===== config.mk =====
export PLATFORM = sky130hd
export DESIGN_NAME = itcg_top
export DESIGN_NICKNAME = d
export VERILOG_FILES = /design/src/itcg_pkg.sv /design/src/itcg_top.sv
export SDC_FILE = /design/constraint.sdc
export NUM_CORES = 1
export LEC_CHECK = 0
export BUFFER_PORTS_ARGS = -buffer_cell sky130_fd_sc_hd__buf_2
export CORE_MARGIN = 2
export CORE_UTILIZATION = 45
export CTS_CLUSTER_SIZE = 20
export DETAILED_ROUTE_END_ITERATION = 8
export PLACE_DENSITY = 0.75
export SKIP_LAST_GASP = 1
export SLEW_MARGIN = 20
export SYNTH_ARGS = -nofsm -noshare
export SYNTH_HDL_FRONTEND = slang
export SYNTH_SLANG_ARGS = --single-unit

===== constraint.sdc =====
create_clock -name CLOCK_I -period 1.6 [get_ports CLOCK_I]
set_input_delay 0 -clock CLOCK_I [delete_from_list [all_inputs] [get_ports CLOCK_I]]
set_output_delay 0 -clock CLOCK_I [all_outputs]
set_load 0.01 [all_outputs]

===== src/itcg_pkg.sv =====
// Operation
// - periodic interval interrupt usable for wake-up
// - single twelve-bit counter, three control registers
// - clock-enable register resets to zero
// - clock-enable register takes bit and byte writes
// - gate off: clock stopped, reset, writes refused, supply-control exempt
// - gate on: clock supplied, registers accessible
// - gate off: reads give reset values, supply-control exempt
// - gate off with subclock stops display clocks
// - low-power stop halts other peripherals in standby on the subclock
// - match clears counter and raises interrupt together
// - run bit starts; clearing stops and clears
// - period is count clock times compare plus one
// - clock select: zero subclock, one low-speed oscillator
package itcg_pkg;
    localparam logic [19:0] CLKEN_ADDR    = 20'hF00F0;  // peripheral clock-enable register
    localparam logic [19:0] SUPPLY_ADDR   = 20'hF00F3;  // subclock supply control register
    localparam logic [19:0] INTCTL_ADDR   = 20'hFFF90;  // interval control register
    localparam logic [7:0]  CLKEN_RESET   = 8'h00;      // clock-enable after reset
    localparam logic [7:0]  SUPPLY_RESET  = 8'h00;      // supply control after reset
    localparam logic [15:0] INTCTL_RESET  = 16'h0FFF;   // interval control after reset
    localparam int          GATE_BIT      = 7;          // clock-gate position in enable register
    localparam int          LPSTOP_BIT    = 7;          // low-power stop position in supply control
    localparam int          CLKSEL_BIT    = 4;          // clock select position in supply control
    localparam int          RUN_BIT       = 15;         // run position in interval control
    localparam logic [7:0]  SUPPLY_WMASK  = 8'h90;      // implemented supply-control bits
    localparam logic [15:0] INTCTL_WMASK  = 16'h8FFF;   // implemented interval-control bits
    localparam int          CNT_W         = 12;         // counter width
endpackage


===== src/itcg_top.sv =====
`timescale 1ns/1ps
`default_nettype none
module itcg_top
    import itcg_pkg::*;
(
    input  wire logic        CLOCK_I,            // 200 MHz system clock
    input  wire logic        SYS_RST_I,          // synchronous reset, active high
    input  wire logic [19:0] ADDR_I,             // register address
    input  wire logic [15:0] WDATA_I,            // write data
    input  wire logic        WR_I,               // word/byte write strobe
    input  wire logic        RD_I,               // read strobe
    input  wire logic        BIT_WR_I,           // single-bit write strobe
    input  wire logic [2:0]  BIT_POS_I,          // bit position for single-bit write
    input  wire logic        BIT_VAL_I,          // value for single-bit write
    input  wire logic        HALT_I,             // chip in halt state
    input  wire logic        STOP_I,             // chip in stop state
    input  wire logic        SUB_CLK_I,          // subsystem clock pin (asynchronous)
    input  wire logic        LOSC_CLK_I,         // low-speed oscillator clock (asynchronous)
    output logic [15:0]      RDATA_O,            // read data, registered
    output logic             RVALID_O,           // read data valid pulse
    output logic             INTERVAL_INTERRUPT_O, // interval interrupt pulse
    output logic             RTC_CLK_EN_O,       // clock supply to rtc and timer
    output logic             RTC_RST_O,          // rtc and timer held in reset
    output logic             DISP_CLK_EN_O,      // display and clock-output clock supply
    output logic             PERIPH_STOP_O       // stop clocks of other peripherals
);
    // register state and timer state, all on the system clock
    logic [7:0]       peripheral_clock_enable_0; // peripheral clock-enable register
    logic [7:0]       subclock_supply_control;   // subclock supply control register
    logic             run_req;       // run bit as written
    logic             run_act;       // run bit as applied on a count edge
    logic [CNT_W-1:0] cmp;           // compare value
    logic [CNT_W-1:0] cnt;           // interval counter
    logic [2:0]       sub_s;         // subclock synchroniser plus edge stage
    logic [2:0]       losc_s;        // oscillator synchroniser plus edge stage
    logic             gate;          // clock gate
    logic             tick;          // one count-clock rising edge
    logic             sel_now;       // selected clock, synchronised
    logic             sel_old;       // selected clock, one cycle older
    logic             sub_sel;       // subsystem clock selected

    assign gate    = peripheral_clock_enable_0[GATE_BIT];
    assign sub_sel = ~subclock_supply_control[CLKSEL_BIT];
    // only the second and third stages are read; the first feeds the second alone
    assign sel_now = subclock_supply_control[CLKSEL_BIT] ? losc_s[1] : sub_s[1];
    assign sel_old = subclock_supply_control[CLKSEL_BIT] ? losc_s[2] : sub_s[2];
    // count edges only pass while the gate supplies the clock
    assign tick    = gate & sel_now & ~sel_old;

    // two-stage synchronisers for the slow count clocks
    always_ff @(posedge CLOCK_I) begin
        if (SYS_RST_I) begin
            sub_s  <= 3'h0;
            losc_s <= 3'h0;
        end else begin
            sub_s  <= {sub_s[1:0], SUB_CLK_I};
            losc_s <= {losc_s[1:0], LOSC_CLK_I};
        end
    end

    // clock-enable register: byte and single-bit writes
    always_ff @(posedge CLOCK_I) begin
        if (SYS_RST_I) begin
            peripheral_clock_enable_0 <= CLKEN_RESET;
        end else if (WR_I && ADDR_I == CLKEN_ADDR) begin
            peripheral_clock_enable_0 <= WDATA_I[7:0];
        end else if (BIT_WR_I && ADDR_I == CLKEN_ADDR) begin
            peripheral_clock_enable_0[BIT_POS_I] <= BIT_VAL_I;
        end
    end

    // supply control stays writable whatever the gate says
    always_ff @(posedge CLOCK_I) begin
        if (SYS_RST_I) begin
            subclock_supply_control <= SUPPLY_RESET;
        end else if (WR_I && ADDR_I == SUPPLY_ADDR) begin
            // unimplemented bits stay zero so reads match the reset pattern
            subclock_supply_control <= WDATA_I[7:0] & SUPPLY_WMASK;
        end else if (BIT_WR_I && ADDR_I == SUPPLY_ADDR && SUPPLY_WMASK[BIT_POS_I]) begin
            subclock_supply_control[BIT_POS_I] <= BIT_VAL_I;
        end
    end

    // interval control: held at reset value while the gate is off
    always_ff @(posedge CLOCK_I) begin
        if (SYS_RST_I || !gate) begin
            run_req <= INTCTL_RESET[RUN_BIT];
            cmp     <= INTCTL_RESET[CNT_W-1:0];
        end else if (WR_I && ADDR_I == INTCTL_ADDR) begin
            run_req <= WDATA_I[RUN_BIT];
            cmp     <= WDATA_I[CNT_W-1:0];
        end
    end

    // run bit takes effect on the next count edge, so it reads back late
    always_ff @(posedge CLOCK_I) begin
        if (SYS_RST_I || !gate) begin
            run_act <= 1'b0;
        end else if (tick) begin
            run_act <= run_req;
        end
    end

    // twelve-bit counter; stopping also clears it
    always_ff @(posedge CLOCK_I) begin
        if (SYS_RST_I || !gate || !run_req) begin
            cnt <= '0;
        end else if (tick && run_act) begin
            if (cnt == cmp) begin
                cnt <= '0;
            end else begin
                cnt <= cnt + 1'b1;
            end
        end
    end

    // interrupt pulses in the same cycle the counter wraps
    always_ff @(posedge CLOCK_I) begin
        if (SYS_RST_I) begin
            INTERVAL_INTERRUPT_O <= 1'b0;
        end else begin
            INTERVAL_INTERRUPT_O <= gate & run_req & tick & run_act & (cnt == cmp);
        end
    end

    // clock supply and reset outputs for the gated units
    always_ff @(posedge CLOCK_I) begin
        if (SYS_RST_I) begin
            RTC_CLK_EN_O  <= 1'b0;
            RTC_RST_O     <= 1'b1;
            DISP_CLK_EN_O <= 1'b0;
            PERIPH_STOP_O <= 1'b0;
        end else begin
            RTC_CLK_EN_O  <= gate;
            RTC_RST_O     <= ~gate;
            // with the low-speed oscillator selected the display side keeps running
            DISP_CLK_EN_O <= gate | ~sub_sel;
            PERIPH_STOP_O <= subclock_supply_control[LPSTOP_BIT] & sub_sel
                             & (HALT_I | STOP_I);
        end
    end

    // read port; unmapped addresses read zero
    always_ff @(posedge CLOCK_I) begin
        if (SYS_RST_I) begin
            RDATA_O  <= 16'h0000;
            RVALID_O <= 1'b0;
        end else begin
            RVALID_O <= RD_I;
            if (!RD_I) begin
                RDATA_O <= 16'h0000;
            end else if (ADDR_I == CLKEN_ADDR) begin
                RDATA_O <= {8'h00, peripheral_clock_enable_0};
            end else if (ADDR_I == SUPPLY_ADDR) begin
                RDATA_O <= {8'h00, subclock_supply_control};
            end else if (ADDR_I == INTCTL_ADDR) begin
                if (gate) begin
                    RDATA_O <= {run_act, 3'h0, cmp};
                end else begin
                    // the fields are cleared one cycle after the gate drops,
                    // so the read path forces the reset pattern itself
                    RDATA_O <= INTCTL_RESET & INTCTL_WMASK;
                end
            end else begin
                RDATA_O <= 16'h0000;
            end
        end
    end

    // gate and reset behaviour of the supplied units
    a_gate_resets: assert property (@(posedge CLOCK_I) disable iff (SYS_RST_I)
        !gate |=> (cnt == '0) && !run_act && RTC_RST_O && !RTC_CLK_EN_O)
        else $error("gate off did not hold timer in reset");
    a_gate_on_clock: assert property (@(posedge CLOCK_I) disable iff (SYS_RST_I)
        gate |=> RTC_CLK_EN_O && !RTC_RST_O)
        else $error("gate on did not supply clock");
    a_gated_write: assert property (@(posedge CLOCK_I) disable iff (SYS_RST_I)
        (!gate && WR_I && ADDR_I == INTCTL_ADDR) |=>
            run_req == INTCTL_RESET[RUN_BIT] && cmp == INTCTL_RESET[CNT_W-1:0])
        else $error("interval control write taken with gate off");
    // register port, display clock and standby stop
    a_intctl_refused: assert property (@(posedge CLOCK_I) disable iff (SYS_RST_I)
        (!gate && RD_I && ADDR_I == INTCTL_ADDR) |=> RDATA_O == INTCTL_RESET)
        else $error("interval control read not reset value with gate off");
    a_read_answer: assert property (@(posedge CLOCK_I) disable iff (SYS_RST_I)
        RD_I |=> RVALID_O)
        else $error("read not answered in one cycle");
    a_bit_write: assert property (@(posedge CLOCK_I) disable iff (SYS_RST_I)
        (BIT_WR_I && !WR_I && ADDR_I == CLKEN_ADDR) |=>
            peripheral_clock_enable_0[$past(BIT_POS_I)] == $past(BIT_VAL_I))
        else $error("single-bit write did not land");
    a_disp_clock: assert property (@(posedge CLOCK_I) disable iff (SYS_RST_I)
        (!gate && !subclock_supply_control[CLKSEL_BIT]) |=> !DISP_CLK_EN_O)
        else $error("display clock not stopped");
    a_lp_stop: assert property (@(posedge CLOCK_I) disable iff (SYS_RST_I)
        (subclock_supply_control[LPSTOP_BIT] && sub_sel && STOP_I) |=> PERIPH_STOP_O)
        else $error("peripheral clocks not stopped in standby");
    // counter and interrupt, enable-register reset
    a_match_wrap: assert property (@(posedge CLOCK_I) disable iff (SYS_RST_I)
        (gate && run_req && tick && run_act && cnt == cmp) |=> cnt == '0 && INTERVAL_INTERRUPT_O)
        else $error("match did not wrap with interrupt");
    a_irq_cause: assert property (@(posedge CLOCK_I) disable iff (SYS_RST_I)
        INTERVAL_INTERRUPT_O |-> $past(cnt) == $past(cmp) && $past(tick))
        else $error("interrupt without match");
    a_stop_clears: assert property (@(posedge CLOCK_I) disable iff (SYS_RST_I)
        !run_req |=> cnt == '0)
        else $error("counter not cleared while stopped");
    a_count_step: assert property (@(posedge CLOCK_I) disable iff (SYS_RST_I)
        (gate && run_req && run_act && tick && cnt != cmp) |=> cnt == $past(cnt) + 1'b1)
        else $error("counter did not advance on count edge");
    a_no_tick_hold: assert property (@(posedge CLOCK_I) disable iff (SYS_RST_I)
        (!tick && run_req && gate) |=> $stable(cnt))
        else $error("counter moved without count edge");
    a_clken_reset: assert property (@(posedge CLOCK_I)
        SYS_RST_I |=> peripheral_clock_enable_0 == CLKEN_RESET)
        else $error("enable register not cleared by reset");

    // scenarios worth seeing
    c_irq:      cover property (@(posedge CLOCK_I) INTERVAL_INTERRUPT_O);
    c_losc_run: cover property (@(posedge CLOCK_I)
        subclock_supply_control[CLKSEL_BIT] && run_act && tick);
    c_stop:     cover property (@(posedge CLOCK_I) PERIPH_STOP_O);
    c_gate_off: cover property (@(posedge CLOCK_I) run_act ##1 !gate);
endmodule
`default_nettype wire


; ---- Word level (Yosys, flattened, before mapping)
; Memories as Yosys holds them, arrays and structs flattened.
; Cells that the tools add are included.
[classes]
reduce_logical = 18
bitwise = 15
div = 0
eq_ne = 4
mux = 16
n_addsub = 1
n_shift = 0
mul = 0
order_cmp = 2
[ops]
columns = operator, n
row1 = "20-bit equality test, second input constant", 3
row2 = 8-bit two-way mux, 7
row3 = 12-bit two-way mux, 2
row4 = 8-bit bitwise mux, 2
row5 = "12-bit by 1-bit adder with 12-bit output, second input constant", 1
row6 = 12-bit equality test, 1
row7 = 1-bit bitwise AND, 8
row8 = 1-bit logical AND, 8
row9 = 6-bit OR reduction, 1
row10 = 1-bit NOT, 5
row11 = 5-bit OR reduction, 1
row12 = "3-bit by 4-bit < comparator with 1-bit output, second input constant", 1
row13 = 1-bit two-way mux, 4
row14 = 2-bit nonzero test, 2
row15 = 2-bit OR reduction, 2
row16 = 1-bit demux with 3-bit select, 1
row17 = "3-bit by 1-bit >= comparator with 1-bit output, second input constant", 1
row18 = 1-bit logical NOT, 2
row19 = 1-bit logical OR, 2
row20 = 1-bit bitwise OR, 2
[totals]
ram_bits = 0
mem_count = 1
latch_bits = 0
out_inout_bits = 22
reg_bits = 70
in_bits = 49
rom_bits = 8
[memory_table]
columns = name, depth, word_bits, rd, rd_clocked_by_memory_dff, wr, line
row1 = (name not given), 8, 1, 1, 0, 0, itcg_top.sv:79  ; end else if (BIT_WR_I && ADDR_I == SUPPLY_ADDR && SUPPLY_WMASK[BIT_POS_I]) begin

; ---- Longest topological paths before layout
; Gate-level depths: netlist (run 1).
[depth]
word_depth = 7
ltp_mapped = 7

; ---- Worst setup path before layout (run 1)
; No wires, ideal clock.
[synth_path]
kind = reg2reg
from = register peripheral_clock_enable_0[7]
to = register cnt[0]
path_buffers = 2
required_time_ns = 1.468
stages_incl_launch_ff = 7
arrival_ns = 1.590
path_slack_ns = -0.122
cell_sequence = dfxtp_1 -> clkbuf_1 -> and2_1 -> o21ai_2 -> nor4_1 -> buf_2 -> nor3_1
[synth_via]
elab_chain_len = 3
[synth_rtl]
columns = element, line
row1 = from (decl), itcg_top.sv:28  ; logic [7:0] peripheral_clock_enable_0;
row2 = from (signal assigned), itcg_top.sv:66  ; peripheral_clock_enable_0 <= WDATA_I[7:0];
row3 = 1-bit bitwise AND or 1-bit logical NOT (tied branches), "itcg_top.sv:48, itcg_top.sv:106"
row4 = 1-bit bitwise AND or 1-bit logical OR (tied branches), "itcg_top.sv:48, itcg_top.sv:106"
row5 = 1-bit logical AND or 1-bit logical OR (tied branches), "itcg_top.sv:108, itcg_top.sv:106"
row6 = to (signal assigned), itcg_top.sv:112  ; cnt <= cnt + 1'b1;
row7 = to (decl), itcg_top.sv:33  ; logic [CNT_W-1:0] cnt;
; Parallel ways exist; a longest one is shown, timed or not.
; A chain may end at the register's enable or synchronous reset.

; ---- Worst setup path in the final report (run 1)
[layout_path]
from = register subclock_supply_control[4]
to = register cnt[11]
[layout_via]
elab_chain_len = 4
[layout_rtl]
columns = element, line
row1 = from (decl), itcg_top.sv:29  ; logic [7:0] subclock_supply_control;
row2 = from (signal assigned), itcg_top.sv:78  ; subclock_supply_control <= WDATA_I[7:0] & SUPPLY_WMASK;
row3 = "1-bit two-way mux, on equally long branches", "itcg_top.sv:45, itcg_top.sv:46"
row4 = 1-bit bitwise AND or 1-bit NOT (tied branches), itcg_top.sv:48  ; assign tick = gate & sel_now & ~sel_old;
row5 = 1-bit bitwise AND *, itcg_top.sv:48
row6 = 1-bit logical AND *, itcg_top.sv:108  ; end else if (tick && run_act) begin
; Every way passes the cells marked *; elsewhere a longest branch is shown, timed or not.

==> out/qor.csv, run 1 <==
stage,metric,value,unit
logic_synthesis,Adder-Cell Fraction of Synth Area,0.003717,
logic_synthesis,mux share of post-synthesis cell area,0.002974,
timing,Final Slew Violations,0,
clock_network,clock transition at the registers of the reported paths,0.07,ns
grt,vias in the first global route,3083,
power,Int Power,2.386,mW
timing,Final setup viols,0,
timing,final setup skew,0.005343,ns
logic_synthesis,Synth Area in XOR/XNOR,0.04684,
routing,via count,3273,
timing,worst slew pin tran,0.4997,ns
routing,routed wire length,9323,um
power,Psw,0.7478,mW
timing,fin crit period,1.586,ns
finish,"non-filler cells, final",579,
logic_synthesis,share of flip-flops with an asynchronous set or reset,0,
critical_path,CP Max Fanout,7,
power,Clock power frac,0.381,
power,Logic pwr share,0.085,
clock_network,CTS Buf Count,9,
logic_synthesis,Synth Flop Type,dfxtp_1,
timing,Worst slew margin,0.6625,
critical_path,CP endpoint kind,flop,
routing,antenna-violating nets left,0,
finish,Storage cell area,1346,um^2
power,"Power, Total",3.134,mW
logic_synthesis,"Seq/Total Area, Yosys",0.3985,
power,sequential fraction of design power,0.535,
routing,Routed WL per cell,16.10,um
logic_synthesis,Post-synth EDFFs,0,
placed_design,GPL Wtd Cong,0.9585,
critical_path,Worst Path Arrival,1.85,ns
logic_synthesis,Synth area leader,dfxtp_1,
clock_network,clock insertion delay at the later pin of the skew report,0.35,ns
floorplanning,I/O Pins,71,
logic_synthesis,share of the synthesized area in the top cell type,0.3985,
critical_path,CP required,1.87,ns
clock_network,clock tree root buffer cell,clkbuf_8,
outcome,status,finished clean,
placed_design,Final HPWL DP,6884,um
routing,via/cell ratio,5.653,
timing,f_max,0.6306,GHz
logic_synthesis,yosys warns,0,
power,peak supply drop,0.3677,mV
critical_path,CP Class,reg -> reg,
power,PwrDens,713.7,nW/um^2
finish,# diodes,0,
worst_hold_path,Hold Crit Class,in -> reg,
floorplanning,die height,90.49,um
finish,share of cells above drive strength 1,0.3438,
timing,unrepaired setup endpoints after global routing,true,
placed_design,Port Buf Inserts,64,
clock_network,TritonCTS clock tree,done,
critical_path,crit-path cells,nor3b_4 > buf_6 > o2111ai_4 > or4_4 > a211oi_2,
logic_synthesis,Synth cell types,63,
floorplanning,effective utilization at floorplan,0.4640,
grt,pin count of the biggest net entering global routing,22,
logic_synthesis,cell count after synthesis,361,
floorplanning,Die X,90.49,um
logic_synthesis,Synth Area per Inst,9.323,um^2
logic_synthesis,Synth Register Bits,67,
critical_path,CP max stage cell,or4_4,
critical_path,"setup slack, reg-to-reg",0.01,ns
timing,"Hold Vio Cnt, Final",0,
timing,Worst Hold Margin,0.02670,ns
clock_network,clock sink total,67,
logic_synthesis,main area contributors after synthesis,"dfxtp_1, nand4_1, o31ai_2, xnor2_1, a211oi_1",
floorplanning,Die ar.,8188,um^2
clock_network,Clock Tree Buf Depth,2,
timing,crit share post-route,0.9912,
flow_run,maxcap violations,0,
critical_path,CP Launch Type,flop,
grt,remaining global-route overflow,0,
logic_synthesis,area share of and/or/nand/nor cells after synthesis,0.2558,
logic_synthesis,main combinational cell family by area after synthesis,simple AND/OR/NAND/NOR gates,
routing,Post-route DRC,0,
floorplanning,# rows,31,
routing,initial drt markers,167,
finish,Fillers,639,
power,Leak,1.670,nW
logic_synthesis,area of the mapped netlist,3366,um^2
power,Sw Ratio,0.2386,
routing,drt pass-1 iters,4,
floorplanning,Core Area,7253,um^2
placed_design,Placed Cells,546,
logic_synthesis,Synth Area in Compound Gates,0.2219,
grt,antenna violations before repair,0,
finish,Syn-to-layout area delta,30.45,%
grt,first-pass GRT wire length,14940,um
grt,Total Routing Usage GR,0.2288,
finish,Nets,526,
critical_path,CP peak stage delay,0.45,ns
clock_network,htree depth,3,
finish,area of the multi-input gates,1829,um^2
[what timing repair did]
item                                    CTS  global route
endpoints found under the hold margin    16             0
pin swaps                                 0             5
buffers inserted                          0             1
gates resized for setup                   2             7
hold buffers                             17             0
endpoints found under the setup margin    1             9
[cell families (layout without fill, tap and decap cells)]
family | Yosys count | count (layout)
AO/OA/AOI/OAI | 95 | 95
XOR/XNOR | 18 | 18
adder cells (fa/ha/maj) | 1 | 1
buffers and inverters | 41 | 158
flip-flops | 67 | 67
multiplexers | 1 | 1
other | 1 | 3
AND/OR/NAND/NOR | 137 | 137
[worst paths after layout]
| check | depth (start not counted) | start | endpoint |
|---|---|---|---|
| max | 5 | subclock_supply_control[4] | cnt[11] |
| min | 3 | WDATA_I[15] | run_req |
| max reg2reg | 5 | subclock_supply_control[4] | cnt[11] |
| min reg2reg | 1 | losc_s[0] | losc_s[1] |
[critical path: cells and delay by family (launching register included)]
kind                   cells  cell delay, ns
buffers and inverters      1            0.15
AO/OA/AOI/OAI              2            0.36
AND/OR/NAND/NOR            2            0.64
flip-flops                 1            0.36
[cells in the final DEF (no fill, tap or decap), drive strengths merged, types with 4 or more instances in the layout]
cell           n
buf          114
dfxtp         67
nand4         22
o31ai         21
nand3         19
nor3          18
dlygate4sd3   17
a21oi         16
a211oi        13
inv           12
xnor2         12
clkbuf        12
nor2b         11
o21ai         10
or3            9
nand2          9
nor2           9
and2           9
a41oi          7
xor2           6
nand2b         6
or4            5
o211ai         4
a31oi          4
nor4           4
[sequential cells by signal, summed over array words and instances (netlist names), 3 cells and up]
| name | count |
|---|---|
| RDATA_O | 13 |
| cmp | 12 |
| cnt | 12 |
| losc_s | 3 |
| peripheral_clock_enable_0 | 8 |
| sub_s | 3 |
| subclock_supply_control | 8 |
[per-stage QoR]
step	setup WS, ns	setup TNS, ns	util	area (um^2)
floorplan	0.01899	0	-	3383
finish	0.01409	0	0.6053	4390
CTS	0.0003337	0	0.6013	4362
global route	-0.05662	-0.08649	0.6053	4390
detailed placement	-0.1039	-0.7939	0.5549	4025
global placement	-0.03513	-0.2852	0.5549	4025
[cells in the mapped netlist (9+ instances only)]
master and number:
nand2_1 9, a211oi_1 13, inv_1 12, nand4_1 22
o31ai_1 11, nand3_1 19, or3_1 9, nor2b_1 11
a21oi_1 16, xnor2_1 12, clkbuf_1 13, nor3_1 16
o31ai_2 10, dfxtp_1 67, o21ai_0 9
[layer usage]
| layer | vias to the layer above | global-route usage | wire length [um] |
|---|---|---|---|
| met5 | - | 0 | 0 |
| met4 | 0 | 0.1244 | 347 |
| met3 | 28 | 0.04508 | 518 |
| met2 | 133 | 0.3526 | 4263 |
| met1 | 1518 | 0.3007 | 4193 |
| li1 | 1594 | - | - |
[power groups by stage]
stage               Clock, mW  Sequential [mW]  Combinational, mW
global placement            0             1.71              0.223
CTS                      1.22             1.68              0.258
floorplan                   0             1.71              0.111
finish                   1.19             1.68              0.265
detailed placement          0             1.71              0.227
global route             1.29             1.67              0.285
[layout make-up]
type,count,area share
clock inverters,3,0.003420
flip-flops and latches,67,0.3066
inverters,12,0.01026
well taps,99,0.02821
clock buffers,12,0.03306
repair buffers,131,0.2018
multi-input cells,255,0.4166
No activity file was read; power rests on OpenSTA's default activity.
==> run 2: changes to the inputs <==
- BUFFER_PORTS_ARGS: -buffer_cell sky130_fd_sc_hd__buf_2 -> -buffer_cell sky130_fd_sc_hd__buf_4
==> out/qor.csv, run 2 (synthesis results as in run 1) <==
stage,metric,value,unit,change
clock_network,htree depth,3,,unchanged
timing,Final Slew Violations,0,,unchanged
floorplanning,I/O Pins,71,,unchanged
clock_network,TritonCTS clock tree,done,,
outcome,failing checks,setup timing,,
critical_path,Worst Path Arrival,1.88,ns,+0.03 ns
placed_design,Port Buf Inserts,64,,unchanged
critical_path,CP endpoint kind,flop,,
finish,share of cells above drive strength 1,0.3424,,-0.001370
finish,"most common cell after layout, fill and taps aside",buf_4,,
critical_path,CP Launch Type,flop,,
timing,f_max,0.6227,GHz,-1.2%
placed_design,Final HPWL DP,6986,um,+1.5%
routing,Routed WL per cell,16.57,um,+2.9%
critical_path,Crit path max-delay family,simple AND/OR/NAND/NOR gates,,
routing,drt pass-1 iters,5,,+1
finish,# diodes,0,,unchanged
clock_network,Clock Tree Buf Depth,2,,unchanged
critical_path,crit-path cells,nor3b_4 > buf_6 > o2111ai_4 > or4_4 > a211oi_2,,
clock_network,clock insertion delay at the later pin of the skew report,0.35,ns,about the same
clock_network,clock tree root buffer cell,clkbuf_8,,
floorplanning,effective utilization at floorplan,0.4640,,unchanged
timing,worst slew pin tran,0.5097,ns,+0.01005 ns
timing,final setup skew,0.005937,ns,+0.0005945 ns
timing,fin crit period,1.606,ns,+0.01988 ns
floorplanning,Die X,90.49,um,unchanged
floorplanning,# rows,31,,unchanged
grt,remaining global-route overflow,0,,unchanged
grt,antenna violations before repair,0,,unchanged
floorplanning,die height,90.49,um,unchanged
placed_design,pre-CTS setup slack,-0.1219,ns,-0.01803 ns
routing,via count,3395,,+3.7%
placed_design,GPL Wtd Cong,0.8732,,-8.9%
power,peak supply drop,0.3945,mV,+7.3%
grt,M1 GR Usage,0.3065,,+0.005723
routing,antenna-violating nets left,0,,unchanged
routing,routed wire length,9579,um,+2.7%
timing,crit share post-route,1.004,,+0.01243
routing,initial drt markers,231,,+38%
grt,GR Util met3,0.03923,,-0.005843
timing,Worst slew margin,0.6557,,-0.006785
grt,first-pass GRT wire length,15590,um,+4.4%
placed_design,Placed Cells,541,,-0.92%
critical_path,CP required,1.87,ns,about the same
power,"Power, Total",3.536,mW,+13%
critical_path,CP peak stage delay,0.45,ns,about the same
flow_run,maxcap violations,0,,unchanged
clock_network,clock transition at the registers of the reported paths,0.07,ns,about the same
timing,unrepaired setup endpoints after global routing,true,,
critical_path,CP Max Fanout,8,,+1
grt,Total Routing Usage GR,0.2369,,+0.008121
critical_path,sum of buffers and inverters on the critical path,1,,unchanged
clock_network,clock sink total,67,,unchanged
finish,Syn-to-layout area delta,37.06,%,
routing,via/cell ratio,5.874,,+3.9%
worst_hold_path,Hold Crit Class,in -> reg,,
outcome,status,"finished, violations left",,
critical_path,CP Class,reg -> reg,,
timing,"Hold Vio Cnt, Final",0,,unchanged
grt,vias in the first global route,3275,,+6.2%
timing,Final setup viols,1,,+1
power,PwrDens,766.5,nW/um^2,+7.4%
timing,setup TNS,-0.005792,ns,-0.005792 ns
timing,Worst Hold Margin,0.01310,ns,-0.01360 ns
timing,post-route worst setup slack,-0.005792,ns,-0.01988 ns
finish,max FFs per register,13,,unchanged
clock_network,CTS Buf Count,9,,unchanged
grt,GRT busiest layer,met2,,
finish,Nets,526,,unchanged
finish,"non-filler cells, final",578,,-0.17%
floorplanning,Core Area,7253,um^2,unchanged
routing,Post-route DRC,0,,unchanged
finish,Regs by FF count,"RDATA_O x13, cmp x12, cnt x12",,
finish,Fillers,592,,-7.4%
critical_path,CP max stage cell,or4_4,,
floorplanning,Die ar.,8188,um^2,unchanged
grt,GR Util met2,0.3700,,+0.01741
grt,pin count of the biggest net entering global routing,24,,+9.1%
finish,"Most flops, register",RDATA_O,,
power,Leak,1.752,nW,+4.9%
finish,"commonest non-fill, non-tap cells in the layout","buf_4, dfxtp_1, nand4_1",,
-- run 2: changes by cell type in the layout (fill, tap and decap cells not counted), sizes merged --
| cell | change |
|---|---|
| bufinv | +2 |
| clkinv | -3 |
| buf | -3 |
| dlygate4sd3 | +3 |
-- run 2: routing by layer --
metal	share of wire	vias to the layer above
met4	0.044	0
li1	-	1597
met3	0.061	35
met1	0.44	1609
met2	0.45	154
met5	0	-
-- run 2: worst paths after layout --
check | depth (start not counted) | slack [ns] | start | end
worst min-delay path | 3 | 0.01 | WDATA_I[15] | run_req
worst max register to register | 5 | -0.006 | sub_s[1] | cnt[11]
worst min register to register | 1 | 0.44 | losc_s[0] | losc_s[1]
worst max-delay path | 5 | -0.006 | sub_s[1] | cnt[11]
-- run 2: cell type report --
| cell class | count | area [um^2] | share of cell area |
|---|---|---|---|
| flip-flops and latches | 67 | 1348 | 0.2921 |
| repair buffers | 131 | 1041 | 0.2257 |
| inverters | 12 | 45.04 | 0.009764 |
| multi-input cells | 255 | 1841 | 0.3990 |
| well taps | 99 | 123.9 | 0.02685 |
| clock inverters | 2 | 60.06 | 0.01302 |
| clock buffers | 12 | 155.1 | 0.03363 |
-- run 2: power breakdown --
group	internal, mW	total [mW]	switching (mW)
sequential	1.67	1.68	0.00247
clock	0.946	1.56	0.615
combinational	0.156	0.299	0.143
-- run 2: what timing repair did --
action,CTS,global route
hold buffers,20,0
endpoints found under the hold margin,28,0
buffers inserted,0,3
setup endpoints to repair,2,10
gates resized for setup,2,10
pin swaps,1,2
-- run 2: tightest hold or removal path, cell delays in order --
cell	delay, ns
buf_4	0.08
and4_1	0.16
o21a_1	0.10
-- run 2: stage by stage --
step,utilization,area (um^2)
3_5_place_dp,0.5701,4135
3_3_place_gp,0.5701,4135
6_report,0.6360,4613
5_1_grt,0.6360,4613
2_1_floorplan,-,3383
4_1_cts,0.6277,4553
